--- src/inc/stt_pkg.sv ---
// Constants shared by the system tick timer design files.
// Assumes a 32-bit APB register port with 12-bit byte addresses.
package stt_pkg;

  // Widths.
  localparam int unsigned ADDR_W  = 12;
  localparam int unsigned DATA_W  = 32;
  localparam int unsigned COUNT_W = 24;
  localparam int unsigned EVENT_W = 2;

  // Register byte offsets.
  localparam logic [11:0] OFS_CONTROL_STATUS = 12'h010;
  localparam logic [11:0] OFS_RELOAD_VALUE   = 12'h014;
  localparam logic [11:0] OFS_CURRENT_VALUE  = 12'h018;
  localparam logic [11:0] OFS_IRQ_STATUS     = 12'h01c;
  localparam logic [11:0] OFS_IRQ_MASK       = 12'h020;

  // Control/status field positions.
  localparam int unsigned BIT_ENABLE        = 0;
  localparam int unsigned BIT_TICK_INT_EN   = 1;
  localparam int unsigned BIT_CORE_CLK_SEL  = 2;
  localparam int unsigned BIT_ZERO_REACHED  = 16;
  localparam int unsigned CTRL_W            = 3;

  // Interrupt status and mask bit positions.
  localparam int unsigned EV_ZERO_REACHED = 0;
  localparam int unsigned EV_SW_CLEAR     = 1;

  // Reset values.
  localparam logic [31:0] RST_CONTROL_STATUS = 32'h0000_0000;
  localparam logic [23:0] RST_COUNT          = 24'h00_0000;
  localparam logic [1:0]  RST_EVENTS         = 2'h0;

  // Counter constants.
  localparam logic [23:0] COUNT_ONE  = 24'h00_0001;
  localparam logic [23:0] COUNT_ZERO = 24'h00_0000;

endpackage : stt_pkg

--- src/logic/stt_edge_sync.sv ---
// Synchroniser and rising-edge detector for the alternate tick clock.
// Assumes the alternate clock is slower than half of pclk.
`timescale 1ns/100ps
module stt_edge_sync (
  input  wire logic pclk,
  input  wire logic presetn,
  input  wire logic async_in,
  output logic      rise_pulse
);

  logic meta;
  logic sync;
  logic sync_d;

  // Two flops for the crossing; only the second feeds the edge detector.
  always_ff @(posedge pclk or negedge presetn) begin
    if (!presetn) begin
      meta   <= 1'b0;
      sync   <= 1'b0;
      sync_d <= 1'b0;
    end else begin
      meta   <= async_in;
      sync   <= meta;
      sync_d <= sync;
    end
  end

  // One pulse per rising edge seen after synchronisation.
  assign rise_pulse = sync & ~sync_d;

endmodule : stt_edge_sync

--- src/logic/stt_system_tick_timer.sv ---
// System tick timer: 24-bit down counter with reload, zero flag and tick exception pend.
// Assumes an APB master on pclk and an exception controller that samples tick_pend.
// Overview of operation
// Counter is 24-bit, counts down, wraps at zero, cleared by current-value writes.
// While enabled decrement per tick to zero, then load reload value next tick.
// Zero-reached flag, bit 16, sets on every one-to-zero counter transition.
// Flag clears on control/status read and on any current-value write.
// Zero reload value holds counter at zero after reload, stopping counting.
// Current-value write of any data forces the counter to zero.
// Current value read returns live count in [23:0]; upper bits read zero.
// Reload register holds 24 bits, copied into counter on each expiry.
// Tick interrupt enable bit 1 makes reaching zero pend the tick exception.
// Software clearing the current value never pends the tick exception.
// Bit 2 selects core clock when one, alternate reference clock when zero.
// Enable bit 0 runs counter continuously when one, stops it when zero.
// Current value needs no reset initialisation; content undefined until written.
// Software should clear current value before enabling the counter.
// No read-modify-write protection; reads return a snapshot of the counter.
// Control/status register resets to all zeros.
// Alternate clock is synchronised; one decrement per detected rising edge.
`timescale 1ns/100ps
module stt_system_tick_timer #(
  parameter int unsigned COUNT_W = stt_pkg::COUNT_W
) (
  input  wire logic                        pclk,
  input  wire logic                        presetn,
  input  wire logic                        psel,
  input  wire logic                        penable,
  input  wire logic                        pwrite,
  input  wire logic [stt_pkg::ADDR_W-1:0]  paddr,
  input  wire logic [stt_pkg::DATA_W-1:0]  pwdata,
  output logic                             pready,
  output logic [stt_pkg::DATA_W-1:0]       prdata,
  output logic                             pslverr,
  input  wire logic                        alt_tick_clk,
  output logic                             tick_pend,
  output logic                             irq
);

  logic [stt_pkg::CTRL_W-1:0]  ctrl;
  logic                        zero_reached_flag;
  logic [COUNT_W-1:0]          reload_value;
  logic [COUNT_W-1:0]          current_value;
  logic [stt_pkg::EVENT_W-1:0] irq_status;
  logic [stt_pkg::EVENT_W-1:0] irq_mask;
  logic                        snap_flag;
  logic [stt_pkg::EVENT_W-1:0] snap_status;
  logic [stt_pkg::DATA_W-1:0]  next_prdata;
  logic                        alt_rise;
  logic                        tick;
  logic                        setup_rd;
  logic                        wr_done;
  logic                        rd_done;
  logic                        mapped;
  logic                        cvr_write;
  logic                        csr_read;
  logic                        irq_read;
  logic                        reaches_zero;
  logic                        flag_set;
  logic [stt_pkg::EVENT_W-1:0] ev_set;

  // True when the bus address selects the register at the given offset.
  function automatic logic hits(input logic [stt_pkg::ADDR_W-1:0] addr,
                                input logic [stt_pkg::ADDR_W-1:0] ofs);
    hits = (addr == ofs);
  endfunction : hits

  // Alternate reference clock brought into the pclk domain.
  stt_edge_sync u_alt_sync (
    .pclk       (pclk),
    .presetn    (presetn),
    .async_in   (alt_tick_clk),
    .rise_pulse (alt_rise)
  );

  // Every transfer finishes in its first access cycle, so pready never stalls.
  assign pready   = 1'b1;
  assign setup_rd = psel & ~penable & ~pwrite;
  assign wr_done  = psel & penable & pwrite;
  assign rd_done  = psel & penable & ~pwrite;

  // Address decode; anything outside the five words answers with an error.
  always_comb begin
    if (hits(paddr, stt_pkg::OFS_CONTROL_STATUS)) begin
      mapped = 1'b1;
    end else if (hits(paddr, stt_pkg::OFS_RELOAD_VALUE)) begin
      mapped = 1'b1;
    end else if (hits(paddr, stt_pkg::OFS_CURRENT_VALUE)) begin
      mapped = 1'b1;
    end else if (hits(paddr, stt_pkg::OFS_IRQ_STATUS)) begin
      mapped = 1'b1;
    end else if (hits(paddr, stt_pkg::OFS_IRQ_MASK)) begin
      mapped = 1'b1;
    end else begin
      mapped = 1'b0;
    end
  end

  assign pslverr   = psel & penable & ~mapped;
  assign cvr_write = wr_done & hits(paddr, stt_pkg::OFS_CURRENT_VALUE);
  assign csr_read  = rd_done & hits(paddr, stt_pkg::OFS_CONTROL_STATUS);
  assign irq_read  = rd_done & hits(paddr, stt_pkg::OFS_IRQ_STATUS);

  // Tick source: every pclk edge, or a synchronised alternate clock edge.
  assign tick = ctrl[stt_pkg::BIT_ENABLE] &
                (ctrl[stt_pkg::BIT_CORE_CLK_SEL] | alt_rise);

  // A software clear takes priority, so it can never look like an expiry.
  assign reaches_zero = tick & ~cvr_write & (current_value == COUNT_W'(stt_pkg::COUNT_ONE));
  assign flag_set     = reaches_zero;
  assign ev_set[stt_pkg::EV_ZERO_REACHED] = reaches_zero;
  assign ev_set[stt_pkg::EV_SW_CLEAR]     = cvr_write;

  // Control bits; the zero flag at bit 16 is read-only and held apart.
  always_ff @(posedge pclk or negedge presetn) begin
    if (!presetn) begin
      ctrl <= stt_pkg::RST_CONTROL_STATUS[stt_pkg::CTRL_W-1:0];
    end else if (wr_done && hits(paddr, stt_pkg::OFS_CONTROL_STATUS)) begin
      ctrl <= pwdata[stt_pkg::CTRL_W-1:0];
    end
  end

  // Reload register; only the low 24 bits are stored.
  always_ff @(posedge pclk or negedge presetn) begin
    if (!presetn) begin
      reload_value <= COUNT_W'(stt_pkg::RST_COUNT);
    end else if (wr_done && hits(paddr, stt_pkg::OFS_RELOAD_VALUE)) begin
      reload_value <= pwdata[COUNT_W-1:0];
    end
  end

  // The count is architecturally undefined after reset; it is zeroed here only
  // so that the bus never returns unknown bits.
  always_ff @(posedge pclk or negedge presetn) begin
    if (!presetn) begin
      current_value <= COUNT_W'(stt_pkg::RST_COUNT);
    end else if (cvr_write) begin
      current_value <= COUNT_W'(stt_pkg::COUNT_ZERO);
    end else if (tick) begin
      if (current_value == COUNT_W'(stt_pkg::COUNT_ZERO)) begin
        current_value <= reload_value;
      end else begin
        current_value <= current_value - COUNT_W'(stt_pkg::COUNT_ONE);
      end
    end
  end

  // Zero flag: a new expiry wins over a clear in the same cycle, and a read only
  // clears the flag if the value it returned already showed it set.
  always_ff @(posedge pclk or negedge presetn) begin
    if (!presetn) begin
      zero_reached_flag <= stt_pkg::RST_CONTROL_STATUS[stt_pkg::BIT_ZERO_REACHED];
    end else if (flag_set) begin
      zero_reached_flag <= 1'b1;
    end else if (cvr_write || (csr_read && snap_flag)) begin
      zero_reached_flag <= 1'b0;
    end
  end

  // Tick exception pend: one pclk pulse per expiry when enabled by bit 1.
  always_ff @(posedge pclk or negedge presetn) begin
    if (!presetn) begin
      tick_pend <= 1'b0;
    end else begin
      tick_pend <= reaches_zero & ctrl[stt_pkg::BIT_TICK_INT_EN];
    end
  end

  // Sticky interrupt status; a read clears only the bits it returned.
  always_ff @(posedge pclk or negedge presetn) begin
    if (!presetn) begin
      irq_status <= stt_pkg::RST_EVENTS;
    end else begin
      irq_status <= ev_set | (irq_status & ~(irq_read ? snap_status : '0));
    end
  end

  // Interrupt mask, same layout as the status register.
  always_ff @(posedge pclk or negedge presetn) begin
    if (!presetn) begin
      irq_mask <= stt_pkg::RST_EVENTS;
    end else if (wr_done && hits(paddr, stt_pkg::OFS_IRQ_MASK)) begin
      irq_mask <= pwdata[stt_pkg::EVENT_W-1:0];
    end
  end

  // Level interrupt from registered status and mask.
  assign irq = |(irq_status & irq_mask);

  // Read multiplexer; reserved bits read zero.
  always_comb begin
    next_prdata = '0;
    if (hits(paddr, stt_pkg::OFS_CONTROL_STATUS)) begin
      next_prdata[stt_pkg::CTRL_W-1:0]          = ctrl;
      next_prdata[stt_pkg::BIT_ZERO_REACHED]    = zero_reached_flag;
    end else if (hits(paddr, stt_pkg::OFS_RELOAD_VALUE)) begin
      next_prdata[COUNT_W-1:0] = reload_value;
    end else if (hits(paddr, stt_pkg::OFS_CURRENT_VALUE)) begin
      next_prdata[COUNT_W-1:0] = current_value;
    end else if (hits(paddr, stt_pkg::OFS_IRQ_STATUS)) begin
      next_prdata[stt_pkg::EVENT_W-1:0] = irq_status;
    end else if (hits(paddr, stt_pkg::OFS_IRQ_MASK)) begin
      next_prdata[stt_pkg::EVENT_W-1:0] = irq_mask;
    end
  end

  // Read data is captured in the setup cycle, so the access cycle returns a
  // snapshot one cycle old; there is no locking against the running count.
  always_ff @(posedge pclk or negedge presetn) begin
    if (!presetn) begin
      prdata      <= '0;
      snap_flag   <= 1'b0;
      snap_status <= stt_pkg::RST_EVENTS;
    end else if (setup_rd) begin
      prdata      <= next_prdata;
      snap_flag   <= zero_reached_flag;
      snap_status <= irq_status;
    end
  end
endmodule : stt_system_tick_timer

--- config.mk ---
export PLATFORM = sky130hd
export DESIGN_NAME = stt_system_tick_timer
export DESIGN_NICKNAME = d
export VERILOG_FILES = /design/src/inc/stt_pkg.sv /design/src/logic/stt_edge_sync.sv /design/src/logic/stt_system_tick_timer.sv
export SDC_FILE = /design/constraint.sdc
export NUM_CORES = 1
export LEC_CHECK = 0
export BUFFER_PORTS_ARGS = -buffer_cell sky130_fd_sc_hd__buf_4
export CAP_MARGIN = 10
export CORE_MARGIN = 2
export CORE_UTILIZATION = 30
export CTS_BUF_LIST = sky130_fd_sc_hd__clkbuf_8
export DETAILED_ROUTE_END_ITERATION = 8
export PLACE_DENSITY = 0.53
export SYNTH_ARGS = -nofsm -noshare
export SYNTH_HDL_FRONTEND = slang
export SYNTH_HIERARCHICAL = 1
export SYNTH_SLANG_ARGS = --single-unit
export TNS_END_PERCENT = 1
--- constraint.sdc ---
create_clock -name pclk -period 3 [get_ports pclk]
set_input_delay 0.3 -clock pclk [delete_from_list [all_inputs] [get_ports pclk]]
set_output_delay 0.3 -clock pclk [all_outputs]
set_load 0.01 [all_outputs]
=== After elaboration in Yosys (flattened, before gate mapping) ===
Cells that the tools add are included.

* Word-level logic and storage cells: 73
* Flip-flop bits (word level): 87
* Input bits: 50

* Reduce and logical (&&, ||, !) cells: 9
* Mux-type cells: 20
* Bitwise logic cells: 24
* $add $sub $neg: 1
* Equal/unequal tests: 6

{| class="wikitable"
|+ Operators by type and width
! cell !! number
|-
| 24-bit 2-to-1 mux || 4
|-
| 12-bit by 5-bit == test with 1-bit output, second input constant || 4
|-
| 24-bit by 1-bit == test with 1-bit output, second input constant || 1
|-
| 24-bit logical NOT || 1
|-
| 24-bit by 1-bit subtractor with 24-bit output, second input constant || 1
|-
| 22-bit 2-to-1 mux || 1
|-
| 1-bit AND || 14
|-
| 13-bit 2-to-1 mux || 1
|-
| 12-bit by 6-bit == test with 1-bit output, second input constant || 1
|-
| 1-bit 2-to-1 mux || 8
|-
| 2-bit 2-to-1 mux || 4
|-
| 7-bit 2-to-1 mux || 1
|-
| 1-bit NOT || 5
|-
| 2-bit AND || 2
|-
| 1-bit logical AND || 4
|-
| 2-bit nonzero test || 2
|-
| 3-bit 2-to-1 mux || 1
|-
| 2-bit NOT || 1
|-
| 2-bit OR || 1
|-
| 2-bit OR reduction || 1
|-
| 1-bit logical OR || 1
|-
| 1-bit OR || 1
|}

=== Longest topological paths before layout ===
Gate-level depths: netlist (run 1).

* Word-level depth: 8
* Depth in mapped cells: 9
* Gate-level depth less buffers: 7

=== Modules after synthesis ===
Netlist (run 1), hierarchy kept.

{| class="wikitable"
|+ By module, submodules not included
! module !! cells each !! area each (um2) !! times used
|-
| stt_system_tick_timer || 454 || 4429.2 || 1
|-
| stt_edge_sync || 4 || 88.8 || 1
|}

=== Worst setup path after synthesis (run 1) ===
OpenSTA, ideal clock, no wires.

* Kind: flip-flop to flip-flop
* Start: register current_value[0]
* End: register current_value[7]
* Arrival time: 2.010 ns
* Library setup time: 0.136 ns
* Slack: 0.854 ns
* Cell stages (with the launch flop): 10
* Data required time: 2.864 ns
* Cells stage by stage: dfrtp_1 inv_1 ha_1 nor4b_1 nand4_4 or2_1 buf_6 buf_8 a32oi_1 a21oi_1

* Word-level cells in the longest chain between the ends: 4

{| class="wikitable"
|+ RTL lines
! element !! RTL line !! text
|-
| from (decl) || stt_system_tick_timer.sv:43 || <nowiki>logic [COUNT_W-1:0] current_value;</nowiki>
|-
| from (signal assigned) || stt_system_tick_timer.sv:136 || <nowiki>current_value <= COUNT_W'(stt_pkg::RST_COUNT);</nowiki>
|-
| from (signal assigned) || stt_system_tick_timer.sv:138 || <nowiki>current_value <= COUNT_W'(stt_pkg::COUNT_ZERO);</nowiki>
|-
| from (signal assigned) || stt_system_tick_timer.sv:141 || <nowiki>current_value <= reload_value;</nowiki>
|-
| 24-bit by 1-bit subtractor with 24-bit output or 24-bit logical NOT (tied branches) || stt_system_tick_timer.sv:143, stt_system_tick_timer.sv:140 ||
|-
| 24-bit 2-to-1 mux (*) || stt_system_tick_timer.sv:140 || <nowiki>if (current_value == COUNT_W'(stt_pkg::COUNT_ZERO)) begin</nowiki>
|-
| 24-bit 2-to-1 mux (*) || stt_system_tick_timer.sv:139 || <nowiki>end else if (tick) begin</nowiki>
|-
| 24-bit 2-to-1 mux (*) || stt_system_tick_timer.sv:137 || <nowiki>end else if (cvr_write) begin</nowiki>
|}

Every way passes the cells marked *; elsewhere a longest branch is shown, timed or not. The select of a mux whose other input is x is not followed.
A chain may end at the register's enable or synchronous reset.

=== Worst setup path after layout (run 1) ===
* Start: register current_value[0]
* End: register current_value[9]

The elaborated chain is that of the path after synthesis.

==> metrics, run 1 <==
clk_lat worst skew=between 300 and 400 ps; Fin Setup TNS=0 ps; Core Footprint=roughly 15,000 um2; initial core utilization=30.85%; Power, Total=0.002068 W; # nets final=581; TritonCTS clock tree=done; FF-to-FF path depth=8; Worst Hold Class=in2async; CTS root buf=clkbuf_8; Max clock buf depth=2; layout cells sized above 1=25.56%; crit start category=flip-flop; Slew headroom=26.80%; CP max stage cell=dfrtp_1; Fin. Hold Viols=0; Netlist cell types=61; Port-buffer cells=68; hold_buf cts=0; drt total wl=12,260 um; Worst path top cell family by delay=simple AND/OR/NAND/NOR gates; IR Drop Worst-Case VDD=between 150 and 200 uV; CP max stage delay=460 ps; EDFF count, synth=0; Site Rows=44; critical path arrival=2740 ps; maxcap violations=0; LEAKAGE=2.582 nW; Syn Std Cell Area=approximately 4500 um2; die area=16,060 um2; DR vias/cell=roughly 5.3; worst path bufs/invs=2; global-route wire length before repair=20,330 um; Synth Register Bits=87; CP Capture Type=flip-flop; Final HPWL DP=between 8000 and 9000 um; Required @ worst endpoint=3270 ps; Final ANT Viol Nets=0; Setup crit start=current_value[0]; clock period minus final worst setup slack=between 2000 and 2500 ps; CP cell instances=inv_1 > ha_1 > nor4b_1 > nand4_4 > or2_1 > buf_4 > o32a_1 > o211a_1; RSZ-0062 raised after global routing=false; First-pass DRT Iterations=4; top sig layer=met4; Ports=86; total setup buffers inserted after CTS=0; die height=126.7 um; Max H-tree Level=3; post-DR wirelength/cell=17.12 um; Gates resized, CTS repair=0; met2 routed WL=5663 um; synthesized area per cell=a little under 10 um2; CTS sink cnt=87; GRT overflow=0; worst slew pin tran=1095 ps; status=finished, final reports clean; Clock transition at path regs=80 ps; Ys Warns=6; vias in the first global route=a little under 4,000; wire length on met1=~5700 um; Crit Path Max Fanout=19; metal3 WL=720 um; post-route DRC violation count=0; Main synth FF type=dfrtp_1; Worst R2R End=current_value[9]; Setup Skew=7.791 ps; post-synth top area cell=dfrtp_1; Synth top area share=48.19%; Num CTS Buffers=9; antenna cells=0; Power Dens Cells=383.1 nW/um2; total track usage=15.96%; via count=3,784; Final Setup Violations=0; fin. max-slew vios=0; largest cells by area after synthesis=dfrtp_1 (48%), mux2_2 (7.0%), nand2_1 (6.6%); synthesis-to-layout area growth=19.50%; largest net degree at the start of global routing=61; CP Class=reg2reg; sequential element share of the synthesized area=48.19%; initial antenna violation count=0; # fillers=1,520; die extent in x=126.7 um; RD Place Congestion=0.8654; initial DRC count=209; Async S/R FF share, synth=100.0%; period utilization=82.45%; max frequency=0.4043 GHz; critical register-to-register path startpoint=current_value[0]; R2R setup slack=530 ps; Post-Synthesis Cells=458
[worst reg2reg max path, stage by stage (launching register included)]
cell	delay [ps]
dfrtp_1	460
inv_1	150
ha_1	150
nor4b_1	450
nand4_4	230
or2_1	290
buf_4	220
o32a_1	310
o211a_1	120
[registers in the layout, indices dropped and copies added, names as in the netlist]
signal / cells
tick_pend: 1
irq_mask: 2
zero_reached_flag: 1
snap_status: 2
irq_status: 2
u_alt_sync/meta: 1
snap_flag: 1
ctrl: 3
reload_value: 24
current_value: 24
u_alt_sync/sync_d: 1
prdata: 24
u_alt_sync/sync: 1
[where the power goes]
part / internal [W] / leakage [nW] / switching [W]
clock: 0.000356 / 0.102 / 0.000409
combinational: 0.0000531 / 1.34 / 0.0000659
sequential: 0.00118 / 1.14 / 0.00000535
[routing by layer]
layer | vias to the layer above | track usage (%)
li1 | 1800 | -
met1 | 1858 | 21.72
met2 | 114 | 25.31
met3 | 12 | 3.079
met4 | 0 | 6.076
met5 | - | 0
[layout by cell type, fill, tap and decap left out, types with 12 or more instances in the layout]
cell type / synthesis / final
inv_1: 10 / 13
mux2_2: 28 / 28
clkbuf_8: 0 / 12
buf_4: 9 / 87
o21ai_0: 18 / 18
a22oi_1: 20 / 20
nand2_1: 79 / 79
dfrtp_1: 87 / 87
a21oi_1: 16 / 16
nand3_1: 15 / 15
nor2_1: 15 / 15
[synthesized netlist by cell type, drive strengths merged, types with 7 or more instances]
| cell | n |
|---|---|
| a31oi | 7 |
| nand3 | 15 |
| dfrtp | 87 |
| a22oi | 20 |
| clkbuf | 14 |
| mux2 | 28 |
| o21ai | 19 |
| inv | 10 |
| nor2 | 15 |
| or3 | 7 |
| a21oi | 16 |
| nor4 | 11 |
| nand2 | 79 |
| nand4 | 9 |
| buf | 21 |
| and3 | 10 |
| nor3 | 12 |
[metrics by stage]
| stage | cell area, um2 | utilization (%) | hold WS [ps] | setup slack (ps) | cells |
|---|---|---|---|---|---|
| 6_report | 5399 | 36.87 | 11.87 | 526.6 | 716 |
| 5_1_grt | 5399 | 36.87 | 21.65 | 386.6 | 716 |
| 4_1_cts | 5399 | 36.87 | 18.07 | 512.2 | 716 |
| 3_5_place_dp | 5223 | 35.66 | 349.0 | 575.7 | 701 |
| 3_3_place_gp | 5223 | 35.66 | 336.8 | 594.0 | 701 |
| 2_1_floorplan | 4544 | - | 4.409 | 854.1 | 465 |
[worst max-delay path by stage]
stage                         to  cells after the start  slack [ps]
2_1_floorplan   current_value[7]                      9         850
3_5_place_dp    current_value[9]                      8         580
3_3_place_gp   current_value[17]                      8         590
5_1_grt         current_value[9]                      8         390
4_1_cts        current_value[17]                      8         510
6_report        current_value[9]                      8         530
[cells by family after synthesis]
group | count (synthesis) | synth area share [%]
multiplexers | 33 | 8.086
buffers and inverters | 45 | 5.372
AO/OA/AOI/OAI | 107 | 16.48
adder cells (fa/ha/maj) | 3 | 0.8309
AND/OR/NAND/NOR | 181 | 20.88
flip-flops | 87 | 48.19
other | 2 | 0.1662
[cell type report]
class                   instances  area (um2)  share of cell area (%)
well taps                     184       230.2                   4.264
clock buffers                  12       165.2                   3.059
inverters                      10       37.54                  0.6952
multi-input cells             333        2125                   39.35
clock inverters                 3       11.26                  0.2086
flip-flops and latches         87        2177                   40.32
repair buffers                 87       653.1                   12.10
Power figures use the tool's default switching activity.
==> inputs of run 2 (changes only) <==
Settings changed: ABC_AREA set to 1.
Clock period 3 ns to 2.5 ns, I/O delays scaled along.
==> run 2 against run 1 <==
Cell area increased by 12%. Global-route usage decreased by 0.30 points. Clock power up 73%. Cell count increased by 34%. Combinational power up 140%. Critical path depth rose by 2. Via count up 15%.
==> metrics, run 2 <==
commonest cells in the synthesized netlist=nand2_1 (191), dfrtp_1 (87), nor2_1 (76); xor/xnor cell area share of the yosys netlist=1.039%; area of the multi-input gates=2384 um2; crit start category=primary input; WHS=99.85 ps; Fin Setup TNS=0 ps; critical path arrival=1780 ps; multiplexer share of the synthesized area=0%; Synth Register Bits=87; Core Footprint=between 15,000 and 20,000 um2; Clock transition at path regs=around 90 ps; period utilization=81.15%; layout cells sized above 1=between 20% and 30%; CTS root buf=clkbuf_8; IR Drop Worst-Case VDD=301.2 uV; worst slew pin tran=approximately 830 ps; FF-to-FF path depth=8; EDFF count, synth=0; LEAKAGE=3.427 nW; DR vias/cell=4.552; Main synth FF type=dfrtp_1; most common cell after layout, fill and taps aside=nand2_1; die area=17,910 um2; most frequent cell after synthesis=nand2_1; Power Dens Cells=500.9 nW/um2; # nets final=786; commonest non-fill, non-tap cells in the layout=nand2_1 (190), dfrtp_1 (87), buf_4 (79); Post-Synthesis Cells=664; Worst Hold Class=in2reg; Ports=86; Final HPWL DP=9427 um; Final Worst Setup Slack=471.2 ps; initial core utilization=a little under a third; clk_lat worst skew=380 ps; Final Setup Violations=0; status=finished, final reports clean; total setup buffers inserted after CTS=0; max frequency=a little under 0.5 GHz; largest net degree at the start of global routing=43; post-synth top area cell=dfrtp_1; Ys Warns=6; Site Rows=47; drt total wl=roughly 13,000 um; simple-gate share of the synthesized area=28.88%; synthesis-to-layout area growth=19.52%; synthesized area per cell=7.615 um2; die extent in x=roughly 130 um; Slew headroom=44.88%; Fin. Hold Viols=0; Async S/R FF share, synth=100.0%; Setup WS pre-CTS=444.8 ps; Num CTS Buffers=9; CP Class=in2out; Required @ worst endpoint=2250 ps; Max H-tree Level=3; RD Place Congestion=0.8546; post-route DRC violation count=0; biggest regs=current_value x24, prdata x24, reload_value x24; global-route wire length before repair=roughly 22,000 um; post-DR wirelength/cell=around 14 um; Synth top area share=43.06%; CTS sink cnt=87; # fillers=1,733; Util after Layout=36.57%; Final ANT Viol Nets=0; initial DRC count=270; RSZ-0062 raised after global routing=false; Setup Skew=around 11 ps; sequential element share of the synthesized area=between 40% and 50%; TritonCTS clock tree=done; largest family of logic cells by synthesized area=simple AND/OR/NAND/NOR gates; hold_buf cts=2; Syn Std Cell Area=5056 um2; CP Capture Type=primary output; Max clock buf depth=2; Netlist cell types=33; Port-buffer cells=68; largest cells by area after synthesis=dfrtp_1 (43%), nand2_1 (14%), nor2_1 (5.6%); antenna cells=0; vias in the first global route=4,449; via count=4,361; initial antenna violation count=0; clock period minus final worst setup slack=2029 ps; fin. max-slew vios=0; FF/Latch Area=2177 um2; total track usage=about 16%; First-pass DRT Iterations=4; compound-cell area share of the yosys netlist=~16%; Synth Area in Adders=0.7424%; GRT overflow=0; Crit Path Max Fanout=38; Gates resized, CTS repair=0; Hold Crit Depth=3; maxcap violations=0; die height=133.8 um
==> run 2: cell types whose count changed in the layout (fill, tap and decap cells not counted), sizes merged, moves of 10 or more <==
cell / delta
o211ai: +20
nor4: -11
nor2: +70
inv: +70
nand2: +114
o21ai: +30
mux2: -28
a21oi: +18
and3: -10
a22oi: -20
nand3: +30
==> run 2: logic make-up (layout without fill, tap and decap cells) <==
family / count (synthesis) / in the layout
and+or+nand+nor: 341 / 341
buffers and inverters: 113 / 180
AOI/OAI and AO/OA: 112 / 112
DFF: 87 / 87
xor gates and xnor gates: 6 / 6
adders and majority gates: 3 / 3
other: 2 / 9
==> run 2: final timing paths <==
path	from	to	slack, ps
setup / recovery	paddr[8]	pslverr	470
hold / removal	pwdata[13]	reload_value[13]	100
setup reg to reg	current_value[0]	current_value[13]	580
hold reg to reg	u_alt_sync/meta	u_alt_sync/sync	360
max in group asynchronous	presetn	current_value[8]	1550
min in group asynchronous	presetn	current_value[19]	340
==> run 2: final cells by class <==
class,instances,share of cell area (%)
Multi-Input combinational cell,471,39.44
Sequential cell,87,36.02
Timing Repair Buffer,82,10.48
Inverter,82,5.093
Tap cell,220,4.555
Clock inverter,7,2.360
Clock buffer,9,2.050
==> run 2: report_power, final <==
| group | switching (W) | internal [W] |
|---|---|---|
| Clock | 0.000552 | 0.000770 |
| Combinational | 0.000182 | 0.000102 |
| Sequential | 0.00000641 | 0.00141 |
==> run 2: through the flow <==
stage / cell area, um2 / std cells / total power, W
finish: 6043 / 958 / 0.003027
global route: 6043 / 958 / 0.003159
CTS: 6043 / 958 / 0.003071
floorplan: 5082 / 671 / 0.001610
global placement: 5757 / 940 / 0.001734
detailed placement: 5757 / 940 / 0.001735
==> run 2: layer usage <==
layer  vias up  routed length [um]  global-route usage [%]
met2        82                5972                   25.13
met3        14                 516                   3.326
li1       2243                   -                       -
met5         -                   0                       0
met1      2022                6382                   21.01
met4         0                 235                   5.437
==> run 2: worst max-delay path: stages <==
cell and delay [ps]:
buf_4 80, inv_2 30, nand2_1 100, nor2_4 70, nand2_4 70, nor2_4 60
inv_2 610, nand4_1 160, nor3_1 190, buf_4 150
==> inputs of run 3 (changes only) <==
Clock period 2.5 ns to 1.89 ns, I/O delays scaled along.
==> run 3 against run 2 <==
Sequential share of layout area is 0.59 points lower. Core utilization rose by 0.61 points. First-iteration DRC count is 5.2% higher. Critical path depth shrank 2. Clock skew about the same. Cell count is 2.2% higher. Highest routed layer unchanged.
==> metrics, run 3 (synthesis results as in run 2) <==
commonest non-fill, non-tap cells in the layout=nand2_1 (190), buf_4 (99), dfrtp_1 (87); clk_lat worst skew=~380 ps; Crit Path Max Fanout=5; antenna cells=0; RSZ-0062 raised after global routing=false; Ports=86; First-pass DRT Iterations=5; Final HPWL DP=9646 um; RD Place Congestion=0.8686; die extent in x=about 130 um; LEAKAGE=roughly 3.5 nW; Gates resized, CTS repair=0; CTS sink cnt=87; Power Dens Cells=590.6 nW/um2; Num CTS Buffers=9; initial antenna violation count=0; most common cell after layout, fill and taps aside=nand2_1; Final ANT Viol Nets=0; clock period minus final worst setup slack=1735 ps; layout cells sized above 1=23.85%; biggest regs=current_value x24, prdata x24, reload_value x24; Core Footprint=16,520 um2; Worst Hold Class=in2reg; # nets final=807; IR Drop Worst-Case VDD=between 300 and 400 uV; Clock transition at path regs=about 100 ps; Max H-tree Level=3; crit start category=flip-flop; Port-buffer cells=68; die area=between 15,000 and 20,000 um2; global-route wire length before repair=22,630 um; total track usage=16.04%; maxcap violations=0; GRT overflow=0; post-route DRC violation count=0; synthesis-to-layout area growth=21.50%; DR vias/cell=4.530; CTS root buf=clkbuf_8; TritonCTS clock tree=done; initial core utilization=30.60%; Final Setup Violations=0; drt total wl=13,400 um; max frequency=0.5765 GHz; Setup Skew=10.34 ps; fin. max-slew vios=0; die height=between 100 and 150 um; largest net degree at the start of global routing=46; vias in the first global route=about 4,500; total setup buffers inserted after CTS=0; period utilization=91.78%; Required @ worst endpoint=2170 ps; post-DR wirelength/cell=13.69 um; CP Class=reg2reg; hold_buf cts=2; Max clock buf depth=2; status=finished, final reports clean; Site Rows=47; Fin. Hold Viols=0; initial DRC count=284; Util after Layout=between 30 and 40%; critical path arrival=a little over 2000 ps; via count=between 4,000 and 5,000; Fin Setup TNS=0 ps; CP Capture Type=flip-flop
[run 3: cell count changes in the layout (fill, tap and decap cells not counted), sizes merged]
cell and delta:
inv -1, clkinv +2, buf +21, bufinv -3, clkinvlp +2
[run 3: worst paths after layout]
kind	start	end	slack, ps	cells past startpoint
min in group asynchronous	presetn	prdata[19]	270	2
setup reg to reg	current_value[0]	current_value[19]	160	8
setup / recovery	current_value[0]	current_value[19]	160	8
hold reg to reg	u_alt_sync/meta	u_alt_sync/sync	370	0
max in group asynchronous	presetn	reload_value[6]	1030	3
hold / removal	pwdata[3]	reload_value[3]	40	3
[run 3: layout make-up]
type | count | area (um2)
fillers | 1759 | 10380
multi-input cells | 471 | 2384
flip-flops and latches | 87 | 2177
repair buffers | 103 | 803.3
inverters | 82 | 307.8
well taps | 220 | 275.3
clock buffers | 9 | 123.9
clock inverters | 7 | 72.57
[run 3: critical path, stage by stage (launching register included)]
cell	delay [ps]
dfrtp_1	400
inv_1	160
nand2_1	150
nor2_1	360
nand2_1	190
o21ai_0	180
nand3_1	80
nand2_1	60
nand2_1	50
[run 3: power breakdown]
group	switching, W	leakage (nW)	internal, W
clock	0.000740	0.0956	0.000613
combinational	0.000246	2.29	0.000148
sequential	0.00000949	1.10	0.00187
[run 3: through the flow]
| stage | std cells | total power (W) | setup WS, ps | hold slack, ps | instance area, um2 |
|---|---|---|---|---|---|
| after floorplan | 671 | 0.002129 | 364.9 | -106.6 | 5082 |
| after global placement | 961 | 0.002313 | 190.8 | 148.7 | 5927 |
| after detailed placement | 961 | 0.002314 | 172.1 | 149.0 | 5927 |
| after CTS | 979 | 0.003692 | 155.8 | 12.90 | 6143 |
| after global routing | 979 | 0.003792 | 2.406 | 21.15 | 6143 |
| final | 979 | 0.003628 | 155.4 | 38.49 | 6143 |
[run 3: per-layer routing]
metal	up-vias	track usage, %	share of wire, %
met4	0	4.551	1.4
met2	83	25.95	47
met1	2055	21.37	48
met5	-	0	0
met3	15	3.968	4.0
li1	2282	-	-
